==> src/logic/pfc_pkg.sv <==
// Shared constants and carrier types for the parallel flash command controller.
package pfc_pkg;
   // Clock rate used to turn times into cycle counts.
   localparam int CLK_MHZ = 20;
   // Bus timing in nanoseconds and microseconds, and derived cycle counts (rounded up).
   localparam int T_WE_LOW_NS = 100;
   localparam int T_WE_HIGH_NS = 50;
   localparam int T_ACCESS_NS = 100;
   localparam int T_RESET_LOW_NS = 500;
   localparam int T_MAX_READY_US = 20;
   localparam int WE_LOW_CYC = (T_WE_LOW_NS * CLK_MHZ + 999) / 1000;
   localparam int WE_HIGH_CYC = (T_WE_HIGH_NS * CLK_MHZ + 999) / 1000;
   localparam int ACCESS_CYC = (T_ACCESS_NS * CLK_MHZ + 999) / 1000;
   localparam int RESET_LOW_CYC = (T_RESET_LOW_NS * CLK_MHZ + 999) / 1000;
   localparam int MAX_READY_CYC = T_MAX_READY_US * CLK_MHZ;
   // Data bus pins pass two synchroniser stages before being sampled.
   localparam int SYNC_CYC = 2;
   // Register offsets on the software port.
   localparam logic [7:0] REG_CMD = 8'h00;
   localparam logic [7:0] REG_ADDR = 8'h04;
   localparam logic [7:0] REG_DATA = 8'h08;
   localparam logic [7:0] REG_STATUS = 8'h0C;
   // Status register field positions.
   localparam int ST_BUSY = 0;
   localparam int ST_FAIL = 1;
   localparam int ST_READY = 2;
   localparam int ST_ID_MODE = 3;
   localparam int ST_RDATA_LSB = 8;
   // Status bit positions on the flash data bus.
   localparam int DATA_POLL_BIT = 7;
   localparam int TOGGLE_BIT = 6;
   localparam int TIME_EXCEEDED_BIT = 5;
   // Command bytes written to the flash.
   localparam logic [7:0] CB_UNLOCK1 = 8'hAA;
   localparam logic [7:0] CB_UNLOCK2 = 8'h55;
   localparam logic [7:0] CB_AUTOSEL = 8'h90;
   localparam logic [7:0] CB_PROGRAM = 8'hA0;
   localparam logic [7:0] CB_ERASE_SETUP = 8'h80;
   localparam logic [7:0] CB_CHIP_ERASE = 8'h10;
   localparam logic [7:0] CB_RESET = 8'hF0;
   localparam logic [7:0] CB_QUERY = 8'h98;
   localparam logic [7:0] CB_SUSPEND = 8'hB0;
   localparam logic [7:0] CB_RESUME = 8'h30;
   // Unlock addresses; the flash accepts any address for these cycles.
   localparam logic [21:0] UNLOCK_ADDR1 = 22'h000555;
   localparam logic [21:0] UNLOCK_ADDR2 = 22'h0002AA;
   // Reset values.
   localparam logic [21:0] ADDR_RESET = 22'h000000;
   localparam logic [7:0] DATA_RESET = 8'h00;
   // Operations software can order through the command register.
   typedef enum logic [3:0] {
      OP_READ = 4'h0,
      OP_PROGRAM = 4'h1,
      OP_CHIP_ERASE = 4'h2,
      OP_RESET = 4'h3,
      OP_AUTOSEL = 4'h4,
      OP_QUERY = 4'h5,
      OP_SUSPEND = 4'h6,
      OP_RESUME = 4'h7,
      OP_HW_RESET = 4'h8
   } pfc_op_t;
   // Flash pin bundle driven by the controller.
   typedef struct packed {
      logic [21:0] addr;
      logic [7:0] dq;
      logic dq_oe;
      logic ce_n;
      logic we_n;
      logic oe_n;
      logic reset_n;
   } pfc_pins_t;
   // One bus write cycle of a command sequence.
   typedef struct packed {
      logic [21:0] addr;
      logic [7:0] data;
   } pfc_cycle_t;
endpackage

==> src/logic/pfc_ctrl.sv <==
// Host-side controller that drives a parallel NOR flash through its pins.
// What this block does
// - Autoselect: AA, 55, 90, then plain reads.
// - Program: AA, 55, A0, then address/data.
// - Chip erase: AA,55,80,AA,55,10 exactly.
// - Reset F0, query 98, suspend B0, resume 30.
// - After time exceeded, host writes reset command.
// - Only the reset command or a hardware reset leaves autoselect mode.
`timescale 1ns/1ns
`default_nettype none
module pfc_ctrl
   import pfc_pkg::*;
#(
   parameter int READY_WAIT_CYC = MAX_READY_CYC
) (
   input wire logic CLK,
   input wire logic NRST,
   input wire logic [7:0] REG_ADDR,
   input wire logic [31:0] REG_WDATA,
   input wire logic REG_WR,
   input wire logic REG_RD,
   output logic [31:0] REG_RDATA,
   output logic [21:0] FL_ADDR,
   input wire logic [7:0] FL_DQ_I,
   output logic [7:0] FL_DQ_O,
   output logic FL_DQ_OE,
   output logic FL_CE_N,
   output logic FL_WE_N,
   output logic FL_OE_N,
   output logic FL_RESET_N,
   input wire logic FL_READY_BUSY_N
);
   // The wait counter is 16 bits wide and must count at least one cycle.
   if (READY_WAIT_CYC < 1 || READY_WAIT_CYC > 65535) begin : g_bad_wait
      $error("READY_WAIT_CYC out of range");
   end

   typedef enum logic [2:0] {
      S_IDLE = 3'b000,
      S_SETUP = 3'b001,
      S_WE_LOW = 3'b011,
      S_WE_HIGH = 3'b010,
      S_RD_LOW = 3'b110,
      S_RD_DONE = 3'b111,
      S_RST_LOW = 3'b101,
      S_RST_WAIT = 3'b100
   } pfc_state_t;

   // Reset release through two flip-flops.
   logic [1:0] rst_sync_q;
   logic rst_n;
   always_ff @(posedge CLK or negedge NRST) begin
      if (!NRST) begin
         rst_sync_q <= 2'h0;
      end else begin
         rst_sync_q <= {rst_sync_q[0], 1'b1};
      end
   end
   assign rst_n = rst_sync_q[1];

   // Pin inputs cross from the flash's asynchronous world through two stages.
   logic [8:0] pin_meta_q;
   logic [8:0] pin_sync_q;
   always_ff @(posedge CLK or negedge rst_n) begin
      if (!rst_n) begin
         pin_meta_q <= 9'h1FF;
         pin_sync_q <= 9'h1FF;
      end else begin
         pin_meta_q <= {FL_READY_BUSY_N, FL_DQ_I};
         pin_sync_q <= pin_meta_q;
      end
   end

   // Number of bus writes in each operation's command sequence.
   function automatic logic [2:0] seq_len(input pfc_op_t op);
      unique case (op)
         OP_PROGRAM: seq_len = 3'h4;
         OP_CHIP_ERASE: seq_len = 3'h6;
         OP_AUTOSEL: seq_len = 3'h3;
         default: seq_len = 3'h1;
      endcase
   endfunction

   // Address and data of write number idx in the sequence of op.
   function automatic pfc_cycle_t seq_step(input pfc_op_t op, input logic [2:0] idx,
                                           input logic [21:0] a, input logic [7:0] d);
      pfc_cycle_t c;
      c = '{addr: UNLOCK_ADDR1, data: CB_RESET};
      if (idx == 3'h0 || idx == 3'h3) begin
         c.data = CB_UNLOCK1;
      end else if (idx == 3'h1 || idx == 3'h4) begin
         c = '{addr: UNLOCK_ADDR2, data: CB_UNLOCK2};
      end
      unique case (op)
         OP_PROGRAM: begin
            if (idx == 3'h2) c.data = CB_PROGRAM;
            if (idx == 3'h3) c = '{addr: a, data: d};
         end
         OP_CHIP_ERASE: begin
            if (idx == 3'h2) c.data = CB_ERASE_SETUP;
            if (idx == 3'h5) c.data = CB_CHIP_ERASE;
         end
         OP_AUTOSEL: begin
            if (idx == 3'h2) c.data = CB_AUTOSEL;
         end
         OP_QUERY: c.data = CB_QUERY;
         OP_SUSPEND: c.data = CB_SUSPEND;
         OP_RESUME: c.data = CB_RESUME;
         default: c.data = CB_RESET;
      endcase
      return c;
   endfunction

   pfc_state_t state_q, state_d;
   pfc_op_t op_q, op_d;
   pfc_pins_t pins_q, pins_d;
   logic [15:0] cnt_q, cnt_d;
   logic [2:0] idx_q, idx_d;
   logic [21:0] addr_q, addr_d;
   logic [7:0] data_q, data_d;
   logic [7:0] rbyte_q, rbyte_d;
   logic polling_q, polling_d;
   logic have_prev_q, have_prev_d;
   logic recheck_q, recheck_d;
   logic fail_q, fail_d;
   logic id_mode_q, id_mode_d;
   logic [31:0] rdata_q, rdata_d;
   logic cmd_wr;
   pfc_cycle_t step;
   logic [7:0] dq_now;

   assign cmd_wr = REG_WR && REG_ADDR == REG_CMD;
   assign step = seq_step(op_q, idx_q, addr_q, data_q);
   assign dq_now = pin_sync_q[7:0];

   // Sequencer, software registers and pin drive; all pins leave from pins_q.
   always_comb begin
      state_d = state_q;
      op_d = op_q;
      pins_d = pins_q;
      cnt_d = cnt_q;
      idx_d = idx_q;
      addr_d = addr_q;
      data_d = data_q;
      rbyte_d = rbyte_q;
      polling_d = polling_q;
      have_prev_d = have_prev_q;
      recheck_d = recheck_q;
      fail_d = fail_q;
      id_mode_d = id_mode_q;
      // The port shares its name with the offset, so the offset is named through the package.
      if (REG_WR && REG_ADDR == pfc_pkg::REG_ADDR && state_q == S_IDLE) begin
         addr_d = REG_WDATA[21:0];
      end
      if (REG_WR && REG_ADDR == REG_DATA && state_q == S_IDLE) data_d = REG_WDATA[7:0];
      unique case (state_q)
         S_IDLE: begin
            // New orders are refused while busy, so the flash never sees writes mid-operation.
            if (cmd_wr) begin
               op_d = pfc_op_t'(REG_WDATA[3:0]);
               idx_d = 3'h0;
               cnt_d = 16'(RESET_LOW_CYC);
               if (REG_WDATA[3:0] == OP_HW_RESET) begin
                  pins_d.reset_n = 1'b0;
                  state_d = S_RST_LOW;
               end else if (REG_WDATA[3:0] == OP_READ) begin
                  pins_d.addr = addr_q;
                  pins_d.ce_n = 1'b0;
                  pins_d.oe_n = 1'b0;
                  polling_d = 1'b0;
                  cnt_d = 16'(ACCESS_CYC + SYNC_CYC);
                  state_d = S_RD_LOW;
               end else if (REG_WDATA[3:0] <= OP_RESUME) begin
                  fail_d = 1'b0;
                  state_d = S_SETUP;
               end
            end
         end
         S_SETUP: begin
            pins_d.addr = step.addr;
            pins_d.dq = step.data;
            pins_d.dq_oe = 1'b1;
            pins_d.ce_n = 1'b0;
            pins_d.we_n = 1'b0;
            cnt_d = 16'(WE_LOW_CYC);
            state_d = S_WE_LOW;
         end
         S_WE_LOW: begin
            cnt_d = cnt_q - 16'h1;
            if (cnt_q == 16'h1) begin
               pins_d.we_n = 1'b1;
               cnt_d = 16'(WE_HIGH_CYC);
               state_d = S_WE_HIGH;
            end
         end
         S_WE_HIGH: begin
            cnt_d = cnt_q - 16'h1;
            if (cnt_q == 16'h1) begin
               pins_d.ce_n = 1'b1;
               pins_d.dq_oe = 1'b0;
               idx_d = idx_q + 3'h1;
               if (idx_q + 3'h1 < seq_len(op_q)) begin
                  state_d = S_SETUP;
               end else if (op_q == OP_PROGRAM || op_q == OP_CHIP_ERASE) begin
                  // Status polling reads any address inside the target.
                  polling_d = 1'b1;
                  have_prev_d = 1'b0;
                  recheck_d = 1'b0;
                  pins_d.ce_n = 1'b0;
                  pins_d.oe_n = 1'b0;
                  cnt_d = 16'(ACCESS_CYC + SYNC_CYC);
                  state_d = S_RD_LOW;
               end else begin
                  if (op_q == OP_AUTOSEL || op_q == OP_QUERY) id_mode_d = 1'b1;
                  if (op_q == OP_RESET) id_mode_d = 1'b0;
                  state_d = S_IDLE;
               end
            end
         end
         S_RD_LOW: begin
            cnt_d = cnt_q - 16'h1;
            if (cnt_q == 16'h1) begin
               pins_d.ce_n = 1'b1;
               pins_d.oe_n = 1'b1;
               rbyte_d = dq_now;
               have_prev_d = polling_q;
               state_d = S_RD_DONE;
            end
         end
         S_RD_DONE: begin
            state_d = S_IDLE;
            // Each status read is a fresh strobe, so the toggle bit moves between reads.
            if (polling_q) begin
               state_d = S_RD_LOW;
               pins_d.ce_n = 1'b0;
               pins_d.oe_n = 1'b0;
               cnt_d = 16'(ACCESS_CYC + SYNC_CYC);
            end
         end
         S_RST_LOW: begin
            cnt_d = cnt_q - 16'h1;
            if (cnt_q == 16'h1) begin
               pins_d.reset_n = 1'b1;
               cnt_d = 16'(READY_WAIT_CYC);
               state_d = S_RST_WAIT;
            end
         end
         S_RST_WAIT: begin
            // The flash may need the full ready time to abandon a running operation.
            cnt_d = cnt_q - 16'h1;
            if (cnt_q == 16'h1) begin
               id_mode_d = 1'b0;
               polling_d = 1'b0;
               state_d = S_IDLE;
            end
         end
      endcase
      // Toggle comparison: a stopped toggle ends the operation, a stuck timeout is a failure.
      if (state_q == S_RD_LOW && cnt_q == 16'h1 && polling_q && have_prev_q) begin
         if (dq_now[TOGGLE_BIT] == rbyte_q[TOGGLE_BIT]) begin
            polling_d = 1'b0;
            have_prev_d = 1'b0;
            state_d = S_IDLE;
         end else if (dq_now[TIME_EXCEEDED_BIT] && recheck_q) begin
            // Failure leaves the flash out of array read until it sees the reset command.
            fail_d = 1'b1;
            polling_d = 1'b0;
            op_d = OP_RESET;
            idx_d = 3'h0;
            state_d = S_SETUP;
         end else begin
            recheck_d = dq_now[TIME_EXCEEDED_BIT];
         end
      end else if (state_q == S_RD_LOW && cnt_q == 16'h1 && polling_q) begin
         have_prev_d = 1'b1;
      end
   end

   // Register read port: data appears in the cycle after the strobe only.
   always_comb begin
      rdata_d = 32'h0;
      if (REG_RD) begin
         unique case (REG_ADDR)
            pfc_pkg::REG_ADDR: rdata_d = {10'h0, addr_q};
            REG_DATA: rdata_d = {24'h0, data_q};
            REG_STATUS: begin
               rdata_d[ST_BUSY] = state_q != S_IDLE;
               rdata_d[ST_FAIL] = fail_q;
               rdata_d[ST_READY] = pin_sync_q[8];
               rdata_d[ST_ID_MODE] = id_mode_q;
               rdata_d[ST_RDATA_LSB +: 8] = rbyte_q;
            end
            default: rdata_d = 32'h0;
         endcase
      end
   end

   // State registers.
   always_ff @(posedge CLK or negedge rst_n) begin
      if (!rst_n) begin
         state_q <= S_IDLE;
         op_q <= OP_READ;
         pins_q <= '{addr: ADDR_RESET, dq: DATA_RESET, dq_oe: 1'b0, ce_n: 1'b1,
                     we_n: 1'b1, oe_n: 1'b1, reset_n: 1'b1};
         cnt_q <= 16'h0;
         idx_q <= 3'h0;
         addr_q <= ADDR_RESET;
         data_q <= DATA_RESET;
         rbyte_q <= DATA_RESET;
         polling_q <= 1'b0;
         have_prev_q <= 1'b0;
         recheck_q <= 1'b0;
         fail_q <= 1'b0;
         id_mode_q <= 1'b0;
         rdata_q <= 32'h0;
      end else begin
         state_q <= state_d;
         op_q <= op_d;
         pins_q <= pins_d;
         cnt_q <= cnt_d;
         idx_q <= idx_d;
         addr_q <= addr_d;
         data_q <= data_d;
         rbyte_q <= rbyte_d;
         polling_q <= polling_d;
         have_prev_q <= have_prev_d;
         recheck_q <= recheck_d;
         fail_q <= fail_d;
         id_mode_q <= id_mode_d;
         rdata_q <= rdata_d;
      end
   end

   assign REG_RDATA = rdata_q;
   assign FL_ADDR = pins_q.addr;
   assign FL_DQ_O = pins_q.dq;
   assign FL_DQ_OE = pins_q.dq_oe;
   assign FL_CE_N = pins_q.ce_n;
   assign FL_WE_N = pins_q.we_n;
   assign FL_OE_N = pins_q.oe_n;
   assign FL_RESET_N = pins_q.reset_n;
endmodule
`default_nettype wire

==> config.mk <==
export PLATFORM = sky130hd
export DESIGN_NAME = pfc_ctrl
export DESIGN_NICKNAME = d
export VERILOG_FILES = /design/src/logic/pfc_pkg.sv /design/src/logic/pfc_ctrl.sv
export SDC_FILE = /design/constraint.sdc
export NUM_CORES = 1
export LEC_CHECK = 0
export ABC_AREA = 1
export BUFFER_PORTS_ARGS = -buffer_cell sky130_fd_sc_hd__buf_4
export CORE_ASPECT_RATIO = 2
export CORE_UTILIZATION = 57
export CTS_BUF_LIST = sky130_fd_sc_hd__clkbuf_16
export DETAILED_ROUTE_END_ITERATION = 8
export HOLD_SLACK_MARGIN = 0.1
export PLACE_DENSITY = 0.78
export SLEW_MARGIN = 25
export SYNTH_ARGS = -nofsm -noshare
export SYNTH_HDL_FRONTEND = slang
export SYNTH_SLANG_ARGS = --single-unit
==> constraint.sdc <==
create_clock -name CLK -period 6.1 [get_ports CLK]
set_input_delay 0 -clock CLK [delete_from_list [all_inputs] [get_ports CLK]]
set_output_delay 0 -clock CLK [all_outputs]
set_load 0.05 [all_outputs]
==> impl_results.md, run 1 <==
* Most instantiated library cell after synthesis: sky130_fd_sc_hd__nand2_1
* Area of combinational cells with multiple inputs at 3090 um^2
* Post-synthesis share of cell area spent on and, or, nand and nor gates at 24.2%
* Final wirelength at ~19000 um
* Hold Vio Cnt, Final at 0
* Maximum number of pins on one net before global-route repair at 75
* Start-to-end type of the worst setup path: reg2reg
* CP cell instances: nor2_2, inv_2, nor2_4, nand2_1, nand2_2, nand2_4, clkinv_1, nand2_1, nand2_1
* Main synth FF type: sky130_fd_sc_hd__dfrtp_1
* Multiplexer share of the synthesized area at 4.09%
* Power after layout at approximately 2.1 mW
* Share of the synthesized netlist area taken by xor and xnor gates at 1.55%
* Count of buffer and inverter cells on the critical path at 2
* Mapped cell area at 7340 um^2
* Remaining number of nets flagged by the antenna check after routing at 0
* Number of CTS-inserted buffers at 17
* Die height at around 160 um
* Buffer depth of the longest clock path at 2
* Routed WL per cell at 16.7 um
* Top post-synthesis cells by count: 231 x sky130_fd_sc_hd__nand2_1, 124 x sky130_fd_sc_hd__dfrtp_1, 90 x sky130_fd_sc_hd__inv_1
* Leak Pwr at 4.71 nW
* Number of different library cells in the post-synthesis netlist at 50
* Maximum achievable frequency at just under 400 MHz
* Clk sink count at ~150
* Met3 wirelength from detailed routing at ~540 um
* Via density per instance at about 5.4
* Highest fanout seen on the critical path at 35
* Clock root buffer: sky130_fd_sc_hd__clkbuf_16
* Cell with the most instances on the worst path: sky130_fd_sc_hd__nand2_1
* Cell types with the largest area share after synthesis: sky130_fd_sc_hd__dfrtp_1 42%, sky130_fd_sc_hd__nand2_1 12%, sky130_fd_sc_hd__dfstp_2 7.9%, sky130_fd_sc_hd__inv_1 4.6%, sky130_fd_sc_hd__o21ai_0 4.0%
* Share of the synthesized area in the top cell type at 42.3%
* Vias after detailed routing at 6184
* Worst slew margin at about two fifths
* Clock latency on the worst-skew pair at around 0.42 ns
* DRC at 0
* Worst IR drop on VDD at approximately 260 uV
* Worst path arrival time at 2.84 ns
* Final worst clock skew at 0.0104 ns
* Wl on met1 at between 6000 and 7000 um
* Number of nets in the layout at around 1100
* Number of I/O port buffers at 99
* H-Tree Depth at 4
* Hold/Removal Path Class: in2reg
* Post-synthesis compound-gate area fraction at about a tenth
* Synth area leader: sky130_fd_sc_hd__dfrtp_1
* TritonCTS clock tree: done
* Proportion of register bits with asynchronous set or reset after synthesis at 100%
* Final estimated routing congestion in global placement at 0.965
* Area growth, synth to finish at 24.5%
* Detailed placer's ending HPWL at approximately 14000 um
* Via count of the first global-routing pass at 6451
* Time the final worst path needs with I/O delays and setup at between 2 and 3 ns
* Detailed-routed wire length on met2 at between 10000 and 15000 um
* Largest incremental delay on the critical path at roughly 0.76 ns
* Dominant combinational cell family by area after synthesis: simple AND/OR/NAND/NOR gates
* Nature of the critical path endpoint: register
* Core area at about 13000 um^2
* Max-capacitance violation count at 0
* Share of layout cells above drive strength 1 at 23.1%
* Yosys warnings at 0
* Post-Synthesis Cells at around 850
* Setup repair after global routing missed its margin: false
* Total global routing track utilization at just over 30%
* 1st-pass router iterations at 5
* Slew Viols, Final at 0
* Global-route wire length before repair at 30400 um
* Overall die area at about 13000 um^2
* Highest metal layer with signal wires: met4
* FP Rows at 58
* Number of synthesized register bits at 146
* Slowest-stage cell, CP: sky130_fd_sc_hd__dfrtp_1
* Final number of setup-violating endpoints at 0
* Count of routing violations after the opening detailed-route iteration at 339
* Outcome: finished, final reports clean
* Post-synthesis sequential area ratio at 50.2%
* Clock-pin transition on the worst setup and hold timing paths at approximately 0.07 ns
* Antenna cells at 0
* # Post-CTS Setup Buffers at 0
* Power density over cell area at between 200 and 250 nW/um^2
* Initial Utilization at roughly 58%
* Worst setup SP type: register
* Critical Path RT at around 6.4 ns
* Post-synth EDFFs at 0
* Period utilization at between 40% and 50%
* I/O Pins at between 100 and 150
* Total area of sequential cells at around 3700 um^2
* Synthesized-area fraction occupied by adder cells at under 10%
* Horiz. Die Dim at approximately 82 um
* Number of antenna violations at the first check in global routing at 0
* Filler Cell Count at 982
* Post_cts resized at 0
* Mean post-synth cell area at about 8.7 um^2
* Total Negative Setup Slacks at 0 ns
* Worst slew pin tran at 0.924 ns
* Total grt overflow at 0
* CP delay by family, top: simple AND/OR/NAND/NOR gates
==> cells by family (layout without fill, tap and decap cells) <==
family	Yosys count	count (layout)
AND/OR/NAND/NOR	390	390
flip-flops	146	146
buffers and inverters	133	277
AO/OA/AOI/OAI	127	127
multiplexers	22	22
XOR/XNOR	13	13
adder cells (fa/ha/maj)	12	12
other	2	11
==> layer usage <==
metal	GRT usage, %	vias to the layer above
met1	29.3	2951
met5	0	-
met4	21.1	0
met3	3.98	76
met2	58.6	194
li1	-	2963
==> timing repair <==
action | in CTS | in global routing
hold endpoints to repair | 64 | 0
hold buffers | 40 | 0
setup endpoints to repair | 0 | 0
==> cells in the final DEF, fill, tap and decap left out, types with 2 or more instances in the layout <==
master	instances
sky130_fd_sc_hd__nor2_4	7
sky130_fd_sc_hd__o21ai_0	59
sky130_fd_sc_hd__clkinvlp_4	2
sky130_fd_sc_hd__nand3_4	2
sky130_fd_sc_hd__dlygate4sd3_1	40
sky130_fd_sc_hd__o21ai_2	5
sky130_fd_sc_hd__a21oi_2	2
sky130_fd_sc_hd__xor2_1	8
sky130_fd_sc_hd__o21a_1	3
sky130_fd_sc_hd__ha_1	12
sky130_fd_sc_hd__nor3_1	8
sky130_fd_sc_hd__mux2_4	14
sky130_fd_sc_hd__nand2_2	8
sky130_fd_sc_hd__inv_8	3
sky130_fd_sc_hd__dfstp_2	22
sky130_fd_sc_hd__xnor2_1	5
sky130_fd_sc_hd__clkinv_8	2
sky130_fd_sc_hd__nor2_2	7
sky130_fd_sc_hd__nand3_1	46
sky130_fd_sc_hd__inv_2	12
sky130_fd_sc_hd__clkbuf_16	17
sky130_fd_sc_hd__a21oi_1	20
sky130_fd_sc_hd__o21ai_1	23
sky130_fd_sc_hd__inv_1	90
sky130_fd_sc_hd__inv_6	5
sky130_fd_sc_hd__nand4_1	9
sky130_fd_sc_hd__nand3_2	2
sky130_fd_sc_hd__dfrtp_1	123
sky130_fd_sc_hd__o211ai_1	7
sky130_fd_sc_hd__nor2_1	59
sky130_fd_sc_hd__buf_4	100
sky130_fd_sc_hd__nor3_4	2
sky130_fd_sc_hd__nand2_4	3
sky130_fd_sc_hd__conb_1	11
sky130_fd_sc_hd__nand2_1	231
sky130_fd_sc_hd__mux2_2	8
==> per-stage QoR <==
| step | instance area [um^2] | worst slack (ns) | cells | hold WS [ns] | utilization (%) |
|---|---|---|---|---|---|
| floorplan | 7370 | 1.77 | 854 | -0.296 | - |
| global placement | 8110 | 3.62 | 1075 | -0.217 | 64.6 |
| detailed placement | 8110 | 3.62 | 1075 | -0.217 | 64.6 |
| CTS | 9100 | 3.60 | 1147 | 0.101 | 72.5 |
| global route | 9130 | 3.36 | 1148 | 0.141 | 72.7 |
| finish | 9130 | 3.56 | 1148 | 0.0983 | 72.7 |
==> power breakdown <==
group	internal (mW)	switching, mW
Sequential	0.980	0.00453
Combinational	0.0379	0.0516
Clock	0.583	0.466
==> tightest hold or removal path, delay by kind of cell <==
family / cells / cell delay [ns]
buf+inv: 2 / 0.11
simple gates: 4 / 0.37
==> area by class of cell <==
class | count | share of cell area (%)
clock buffer | 17 | 4.66
clock inverter | 15 | 1.85
inverter | 104 | 4.30
multi-input combinational | 575 | 33.9
sequential | 146 | 40.4
tap | 150 | 2.06
timing repair buffer | 141 | 12.9
==> state kept, by name, indices dropped and copies added (netlist names), 2 cells and up <==
signal,count
pin_sync_q,9
rst_sync_q,2
data_q,8
REG_RDATA,22
rbyte_q,8
pin_meta_q,9
FL_ADDR,22
cnt_q,16
op_q,4
state_q,3
idx_q,3
FL_DQ_O,8
addr_q,22
==> final timing paths <==
kind                               start            to  slack, ns  cells past startpoint
setup reg to reg              state_q[2]    FL_ADDR[9]       3.56                      9
setup / recovery              state_q[2]    FL_ADDR[9]       3.56                      9
max in group asynchronous  rst_sync_q[1]    addr_q[10]       4.71                      1
hold reg to reg            rst_sync_q[1]      cnt_q[1]       0.19                      0
min in group asynchronous  rst_sync_q[1]      cnt_q[1]       0.19                      0
hold / removal               REG_ADDR[4]  REG_RDATA[2]        0.1                      6
(Power assumes the default switching activity.)
==> inputs of run 2 (changes only) <==
==> constraint.sdc (replaced) <==
create_clock -name CLK -period 2.45 [get_ports CLK]
set_input_delay 0 -clock CLK [delete_from_list [all_inputs] [get_ports CLK]]
set_output_delay 0 -clock CLK [all_outputs]
set_load 0.05 [all_outputs]
==> run 2 against run 1 <==
Count of clock-buffer cells in the layout unchanged. Total power rose to 2.5 times the previous value. Sequential power up 150%. Final cell count up 1.3%. Final area up 1.8%. Core utilization up 1.3 points. Sequential share of layout area down 0.71 points. Highest routed layer unchanged. Register-to-register slack worse by 3.5 ns. Die area unchanged.
==> impl_results.md, run 2 (synthesized netlist as in run 1, its figures left out) <==
* Slew Viols, Final at 0 (unchanged)
* Number of antenna violations at the first check in global routing at 0 (unchanged)
* Start-to-end type of the worst setup path: reg2reg (unchanged)
* Hold WS at 0.107 ns (was 0.0983 ns)
* Time the final worst path needs with I/O delays and setup at 2.35 ns (was 2.54 ns)
* Worst path arrival time at 2.65 ns (was 2.84 ns)
* Count of routing violations after the opening detailed-route iteration at 390 (was 339)
* Switching fraction of total power at 24.2% (was 24.6%)
* Slowest-stage cell, CP: sky130_fd_sc_hd__dlygate4sd3_1 (was sky130_fd_sc_hd__dfrtp_1)
* Total grt overflow at 0 (unchanged)
* Placed Instances at 1091 (was 1075)
* Final wirelength at 20100 um (was 19200 um)
* CP delay by family, top: buffers and inverters (was simple AND/OR/NAND/NOR gates)
* Initial Utilization at 58.4% (unchanged)
* DRC at 0 (unchanged)
* Critical Path RT at 2.75 ns (was 6.40 ns)
* Total area of sequential cells at 3690 um^2 (was 3680 um^2)
* Clock root buffer: sky130_fd_sc_hd__clkbuf_16 (unchanged)
* Share of layout cells above drive strength 1 at 24.7% (was 23.1%)
* Detailed placer's ending HPWL at 14100 um (was 13600 um)
* Remaining number of nets flagged by the antenna check after routing at 0 (unchanged)
* Worst setup SP type: register (unchanged)
* 1st-pass router iterations at 5 (unchanged)
* Area of combinational cells with multiple inputs at 3110 um^2 (was 3090 um^2)
* Worst slew pin tran at 0.755 ns (was 0.924 ns)
* Max-capacitance violation count at 0 (unchanged)
* Overall die area at 13400 um^2 (unchanged)
* Comb pwr share at 4.0% (was 4.2%)
* Number of CTS-inserted buffers at 17 (unchanged)
* Die height at 162 um (unchanged)
* Vias after detailed routing at 6303 (was 6184)
* Clock latency on the worst-skew pair at 0.42 ns (about the same)
* Startpoint of the worst-slack reg-to-reg timing path: state_q[2] (unchanged)
* FP Rows at 58 (unchanged)
* Leak Pwr at 4.80 nW (was 4.71 nW)
* Core area at 12600 um^2 (unchanged)
* Worst slew margin at 49.6% (was 38.4%)
* Power density over cell area at 580 nW/um^2 (was 232 nW/um^2)
* Highest fanout seen on the critical path at 10 (was 35)
* Filler Cell Count at 943 (was 982)
* I/O Pins at 120 (unchanged)
* Non-Filler Cell Area, Final at 9300 um^2 (was 9130 um^2)
* Post-DP Area at 8270 um^2 (was 8110 um^2)
* Buffer depth of the longest clock path at 2 (unchanged)
* Antenna cells at 0 (unchanged)
* Period utilization at 96.0% (was 41.7%)
* Outcome: finished, final reports clean (unchanged)
* Maximum number of pins on one net before global-route repair at 55 (was 75)
* Count of buffer and inverter cells on the critical path at 3 (was 2)
* CP cell instances: nor2_2, inv_2, nor2_4, nand2_1, buf_4, o31ai_1, dlygate4sd3_1, nand2_1 (was nor2_2, inv_2, nor2_4, nand2_1, nand2_2, nand2_4, clkinv_1, nand2_1, nand2_1)
* Final estimated routing congestion in global placement at 0.963 (was 0.965)
* Final Util at 74.1% (was 72.7%)
* Total Negative Setup Slacks at 0 ns (unchanged)
* Number of I/O port buffers at 99 (unchanged)
* Total global routing track utilization at 32.2% (was 31.1%)
* Internal power of the cells at 4.09 mW (was 1.60 mW)
* Worst setup startpoint: state_q[2] (unchanged)
* Number of non-filler instances in the completed layout at 1163 (was 1148)
* R2R Setup Slk at 0.1 ns (was 3.56 ns)
* TritonCTS clock tree: done (unchanged)
* Post-route worst setup slack at 0.0969 ns (was 3.56 ns)
* Hold Vio Cnt, Final at 0 (unchanged)
* Switching power total at 1.31 mW (was 522 uW)
* Routed WL per cell at 17.2 um (was 16.7 um)
* Final number of setup-violating endpoints at 0 (unchanged)
* Via count of the first global-routing pass at 6583 (was 6451)
* Final worst clock skew at 0.00758 ns (was 0.0104 ns)
* Power after layout at 5.40 mW (was 2.12 mW)
* Horiz. Die Dim at 82.2 um (unchanged)
* Leading cell types in the layout, fill and taps excluded: 230 x sky130_fd_sc_hd__nand2_1, 122 x sky130_fd_sc_hd__dfrtp_1, 113 x sky130_fd_sc_hd__buf_4 (was 231 x sky130_fd_sc_hd__nand2_1, 123 x sky130_fd_sc_hd__dfrtp_1, 100 x sky130_fd_sc_hd__buf_4)
* Via density per instance at 5.42 (was 5.39)
* Global-route wire length before repair at 31400 um (was 30400 um)
* Nature of the critical path endpoint: register (unchanged)
* Number of nets in the layout at 1065 (was 1050)
* H-Tree Depth at 4 (unchanged)
* Share of total power in the clock network at 50.4% (was 49.4%)
* Worst IR drop on VDD at 544 uV (was 263 uV)
* Cell with the most instances on the worst path: sky130_fd_sc_hd__nand2_1 (unchanged)
* # Post-CTS Setup Buffers at 0 (unchanged)
* Startpoint of the lowest-slack hold path: REG_ADDR[5] (was REG_ADDR[4])
* Relative contribution of sequential cells to total power at 45.7% (was 46.4%)
* Largest incremental delay on the critical path at 0.61 ns (was 0.76 ns)
* Worst Setup Slack post-DPL at 0.167 ns (was 3.62 ns)
* Maximum achievable frequency at 425 MHz (was 394 MHz)
* Hold/Removal Path Class: in2reg (unchanged)
* Most common library cell in the layout ignoring fill and taps: sky130_fd_sc_hd__nand2_1 (unchanged)
* Clk sink count at 146 (unchanged)
* Area growth, synth to finish at 26.7% (was 24.5%)
* Clock-pin transition on the worst setup and hold timing paths at 0.07 ns (about the same)
run 2: cell types whose count changed in the layout (fill, tap and decap cells not counted), sizes merged:
cell / change
buf: +15
bufinv: +1
clkinv: -1
run 2: layout make-up:
| type | count | share of cell area (%) |
|---|---|---|
| Tap cell | 150 | 2.02 |
| Timing Repair Buffer | 156 | 14.1 |
| Clock buffer | 17 | 4.58 |
| Multi-Input combinational cell | 575 | 33.4 |
| Sequential cell | 146 | 39.6 |
| Inverter | 104 | 4.23 |
| Clock inverter | 15 | 2.03 |
run 2: timing repair:
action,4_1_cts,5_1_grt
gates resized for setup,0,5
endpoints found under the hold margin,65,0
hold buffers,40,0
endpoints found under the setup margin,0,18
run 2: worst min-delay path, cell delays in order:
cell,delay [ns]
sky130_fd_sc_hd__buf_4,0.07
sky130_fd_sc_hd__nor2_1,0.04
sky130_fd_sc_hd__nand2_2,0.19
sky130_fd_sc_hd__nor3_1,0.10
sky130_fd_sc_hd__nand2_1,0.06
sky130_fd_sc_hd__inv_1,0.03
run 2: worst paths after layout:
check	end	depth (start not counted)
worst max-delay path	fail_q	8
worst min-delay path	REG_RDATA[3]	6
worst max register to register	fail_q	8
worst min register to register	rst_sync_q[1]	0
max in group asynchronous	pin_sync_q[4]	1
min in group asynchronous	FL_DQ_OE	0
run 2: per-layer routing:
layer	vias up	share of wire [%]	GRT usage, %
met5	-	0	0
met4	0	6.4	20.7
met3	84	3.5	5.77
met2	216	57	60.9
met1	3003	33	29.5
li1	3000	-	-
run 2: power groups by stage:
stage	registers (mW)	logic [mW]	clock network, mW
2_1_floorplan	2.52	0.0707	0
3_3_place_gp	2.51	0.158	0
3_5_place_dp	2.51	0.160	0
4_1_cts	2.47	0.213	2.72
5_1_grt	2.47	0.230	2.83
6_report	2.46	0.214	2.72
==> inputs of run 3 (changes only) <==
--- a/config.mk
+++ b/config.mk
@@ -12,6 +12,7 @@
 export CTS_BUF_LIST = sky130_fd_sc_hd__clkbuf_16
 export DETAILED_ROUTE_END_ITERATION = 8
 export HOLD_SLACK_MARGIN = 0.1
+export MAX_ROUTING_LAYER = met4
 export PLACE_DENSITY = 0.78
 export SLEW_MARGIN = 25
 export SYNTH_ARGS = -nofsm -noshare
==> run 3 against run 2 <==
Routed wire length fell by 1.1%. Global-route usage rose by 0.50 points. Combinational power rose by 3%. Clock skew rose by 0.0043 ns. First-iteration DRC count fell by 4.9%. Worst hold slack improved by 0.080 ns. Sequential cell count did not move. Fmax rose by 1.7%. Sequential power barely moved. Critical path type unchanged. Largest cell class unchanged.
==> impl_results.md, run 3 (synthesized netlist as in run 1, its figures left out) <==
* Number of antenna violations at the first check in global routing at 0 (unchanged)
* Post-DP Area at 8250 um^2 (was 8270 um^2)
* Hold Vio Cnt, Final at 0 (unchanged)
* Via density per instance at 5.33 (was 5.42)
* Final worst clock skew at 0.0119 ns (was 0.00758 ns)
* Cell with the most instances on the worst path: sky130_fd_sc_hd__nand2_1 (unchanged)
* Initial Utilization at 58.4% (unchanged)
* Internal power of the cells at 3.88 mW (was 4.09 mW)
* Final Util at 73.6% (was 74.1%)
* Buffer depth of the longest clock path at 2 (unchanged)
* Power density over cell area at 560 nW/um^2 (was 580 nW/um^2)
* DRC at 0 (unchanged)
* Overall die area at 13400 um^2 (unchanged)
* Final number of setup-violating endpoints at 0 (unchanged)
* Total Negative Setup Slacks at 0 ns (unchanged)
* Most common library cell in the layout ignoring fill and taps: sky130_fd_sc_hd__nand2_1 (unchanged)
* Share of layout cells above drive strength 1 at 24.4% (was 24.7%)
* Area growth, synth to finish at 25.9% (was 26.7%)
* CP cell instances: ha_1, ha_1, inv_1, ha_1, nand2_1, inv_1, nand2_1, nand2_1, nand2_1, nand2_4, nand3_1, nand2_1, o21ai_0 (was nor2_2, inv_2, nor2_4, nand2_1, buf_4, o31ai_1, dlygate4sd3_1, nand2_1)
* Leak Pwr at 4.77 nW (was 4.80 nW)
* Core area at 12600 um^2 (unchanged)
* Number of non-filler instances in the completed layout at 1164 (was 1163)
* Largest incremental delay on the critical path at 0.44 ns (was 0.61 ns)
* I/O Pins at 120 (unchanged)
* Horiz. Die Dim at 82.2 um (unchanged)
* GRT Max-Usage Layer: met2 (unchanged)
* Number of CTS-inserted buffers at 17 (unchanged)
* Number of nets in the layout at 1066 (was 1065)
* H-Tree Depth at 4 (unchanged)
* Hold/Removal Path Class: in2reg (unchanged)
* Highest fanout seen on the critical path at 6 (was 10)
* CP delay by family, top: adder cells (was buffers and inverters)
* Number of I/O port buffers at 99 (unchanged)
* Maximum achievable frequency at 432 MHz (was 425 MHz)
* Met2 GRT Util at 60.1% (was 60.9%)
* Start-to-end type of the worst setup path: reg2reg (unchanged)
* Detailed placer's ending HPWL at 14300 um (was 14100 um)
* Nature of the critical path endpoint: register (unchanged)
* Total global routing track utilization at 32.6% (was 32.2%)
* Period utilization at 94.5% (was 96.0%)
* Maximum number of pins on one net before global-route repair at 62 (was 55)
* Clock root buffer: sky130_fd_sc_hd__clkbuf_16 (unchanged)
* Time the final worst path needs with I/O delays and setup at 2.31 ns (was 2.35 ns)
* # Post-CTS Setup Buffers at 0 (unchanged)
* 1st-pass router iterations at 7 (was 5)
* Share of total power in the clock network at 48.3% (was 50.4%)
* Routed WL per cell at 17.0 um (was 17.2 um)
* Via count of the first global-routing pass at 6483 (was 6583)
* Switching power total at 1.30 mW (was 1.31 mW)
* R2R Setup Slk at 0.14 ns (was 0.1 ns)
* Hold WS at 0.187 ns (was 0.107 ns)
* Remaining number of nets flagged by the antenna check after routing at 0 (unchanged)
* Worst setup SP type: register (unchanged)
* Relative contribution of sequential cells to total power at 47.5% (was 45.7%)
* Die height at 162 um (unchanged)
* Count of routing violations after the opening detailed-route iteration at 371 (was 390)
* Total grt overflow at 0 (unchanged)
* Worst IR drop on VDD at 552 uV (was 544 uV)
* M3 GR Usage at 5.71% (was 5.77%)
* TritonCTS clock tree: done (unchanged)
* Comb pwr share at 4.3% (was 4.0%)
* Clock-pin transition on the worst setup and hold timing paths at 0.07 ns (about the same)
* Vias after detailed routing at 6206 (was 6303)
* Placed Instances at 1091 (unchanged)
* FP Rows at 58 (unchanged)
* Slew Viols, Final at 0 (unchanged)
* Global-route wire length before repair at 30800 um (was 31400 um)
* Critical Path RT at 2.76 ns (was 2.75 ns)
* Non-Filler Cell Area, Final at 9240 um^2 (was 9300 um^2)
* Worst path arrival time at 2.62 ns (was 2.65 ns)
* Antenna cells at 0 (unchanged)
* Count of buffer and inverter cells on the critical path at 2 (was 3)
* Final wirelength at 19800 um (was 20100 um)
* Leading cell types in the layout, fill and taps excluded: 231 x sky130_fd_sc_hd__nand2_1, 122 x sky130_fd_sc_hd__dfrtp_1, 114 x sky130_fd_sc_hd__buf_4 (was 230 x sky130_fd_sc_hd__nand2_1, 122 x sky130_fd_sc_hd__dfrtp_1, 113 x sky130_fd_sc_hd__buf_4)
* Outcome: finished, final reports clean (unchanged)
* Slowest-stage cell, CP: sky130_fd_sc_hd__dfrtp_1 (was sky130_fd_sc_hd__dlygate4sd3_1)
* Max-capacitance violation count at 0 (unchanged)
* Final estimated routing congestion in global placement at 0.970 (was 0.963)
* Clk sink count at 146 (unchanged)
* Clock latency on the worst-skew pair at 0.43 ns (was 0.42 ns)
* Switching fraction of total power at 25.1% (was 24.2%)
* Met1 capacity usage during global routing at 28.5% (was 29.5%)
run 3: cell count changes in the layout (fill, tap and decap cells not counted):
| cell | previous run | this run |
|---|---|---|
| sky130_fd_sc_hd__nand2_2 | 8 | 7 |
| sky130_fd_sc_hd__nand2_1 | 230 | 231 |
| sky130_fd_sc_hd__clkinv_1 | 1 | 2 |
| sky130_fd_sc_hd__nand3_1 | 45 | 46 |
| sky130_fd_sc_hd__buf_12 | 3 | 2 |
| sky130_fd_sc_hd__buf_4 | 113 | 114 |
| sky130_fd_sc_hd__clkinv_2 | 0 | 1 |
| sky130_fd_sc_hd__inv_6 | 4 | 5 |
| sky130_fd_sc_hd__dlygate4sd3_1 | 40 | 41 |
| sky130_fd_sc_hd__bufinv_16 | 2 | 0 |
| sky130_fd_sc_hd__nand3_2 | 3 | 2 |
| sky130_fd_sc_hd__clkinv_4 | 2 | 1 |
run 3: per-stage QoR:
step	power [mW]	setup WS, ns
finish	5.17	0.135
global route	5.32	-0.00716
CTS	5.19	0.134
detailed placement	2.67	0.161
global placement	2.67	0.232
floorplan	2.59	0.0481
run 3: worst register-to-register path: stages, from the launching register on:
cell and delay (ns):
sky130_fd_sc_hd__dfrtp_1 0.44, sky130_fd_sc_hd__ha_1 0.22, sky130_fd_sc_hd__ha_1 0.30, sky130_fd_sc_hd__inv_1 0.05
sky130_fd_sc_hd__ha_1 0.29, sky130_fd_sc_hd__nand2_1 0.06, sky130_fd_sc_hd__inv_1 0.05, sky130_fd_sc_hd__nand2_1 0.06
sky130_fd_sc_hd__nand2_1 0.13, sky130_fd_sc_hd__nand2_1 0.12, sky130_fd_sc_hd__nand2_4 0.13, sky130_fd_sc_hd__nand3_1 0.16
sky130_fd_sc_hd__nand2_1 0.09, sky130_fd_sc_hd__o21ai_0 0.08
run 3: final cells by class:
class,instances,area [um^2]
inverter,104,393
clock inverter,15,138
fill,989,3320
sequential,146,3690
clock buffer,17,425
multi-input combinational,575,3100
timing repair buffer,157,1310
tap,150,188
run 3: final timing paths:
path,from,to,cells past startpoint
worst max-delay path,idx_q[0],cnt_q[8],13
max in group asynchronous,rst_sync_q[1],pin_sync_q[6],1
worst max register to register,idx_q[0],cnt_q[8],13
worst min register to register,rst_sync_q[1],FL_DQ_OE,0
worst min-delay path,REG_ADDR[4],REG_RDATA[4],6
min in group asynchronous,rst_sync_q[1],FL_DQ_OE,0
run 3: timing repair:
action,4_1_cts,5_1_grt
gates resized for setup,0,3
endpoints found under the setup margin,0,12
endpoints found under the hold margin,65,0
hold buffers,41,0
run 3: routing by layer:
layer / share of wire, % / up-vias
met5: 0 / -
met4: 5.7 / 0
met3: 3.6 / 81
met2: 58 / 190
met1: 33 / 2945
li1: - / 2990
run 3: power groups by stage:
stage	logic, mW	registers [mW]	clock network [mW]
floorplan	0.0707	2.52	0
global placement	0.166	2.50	0
detailed placement	0.168	2.50	0
CTS	0.219	2.46	2.52
global route	0.237	2.46	2.62
finish	0.220	2.46	2.50
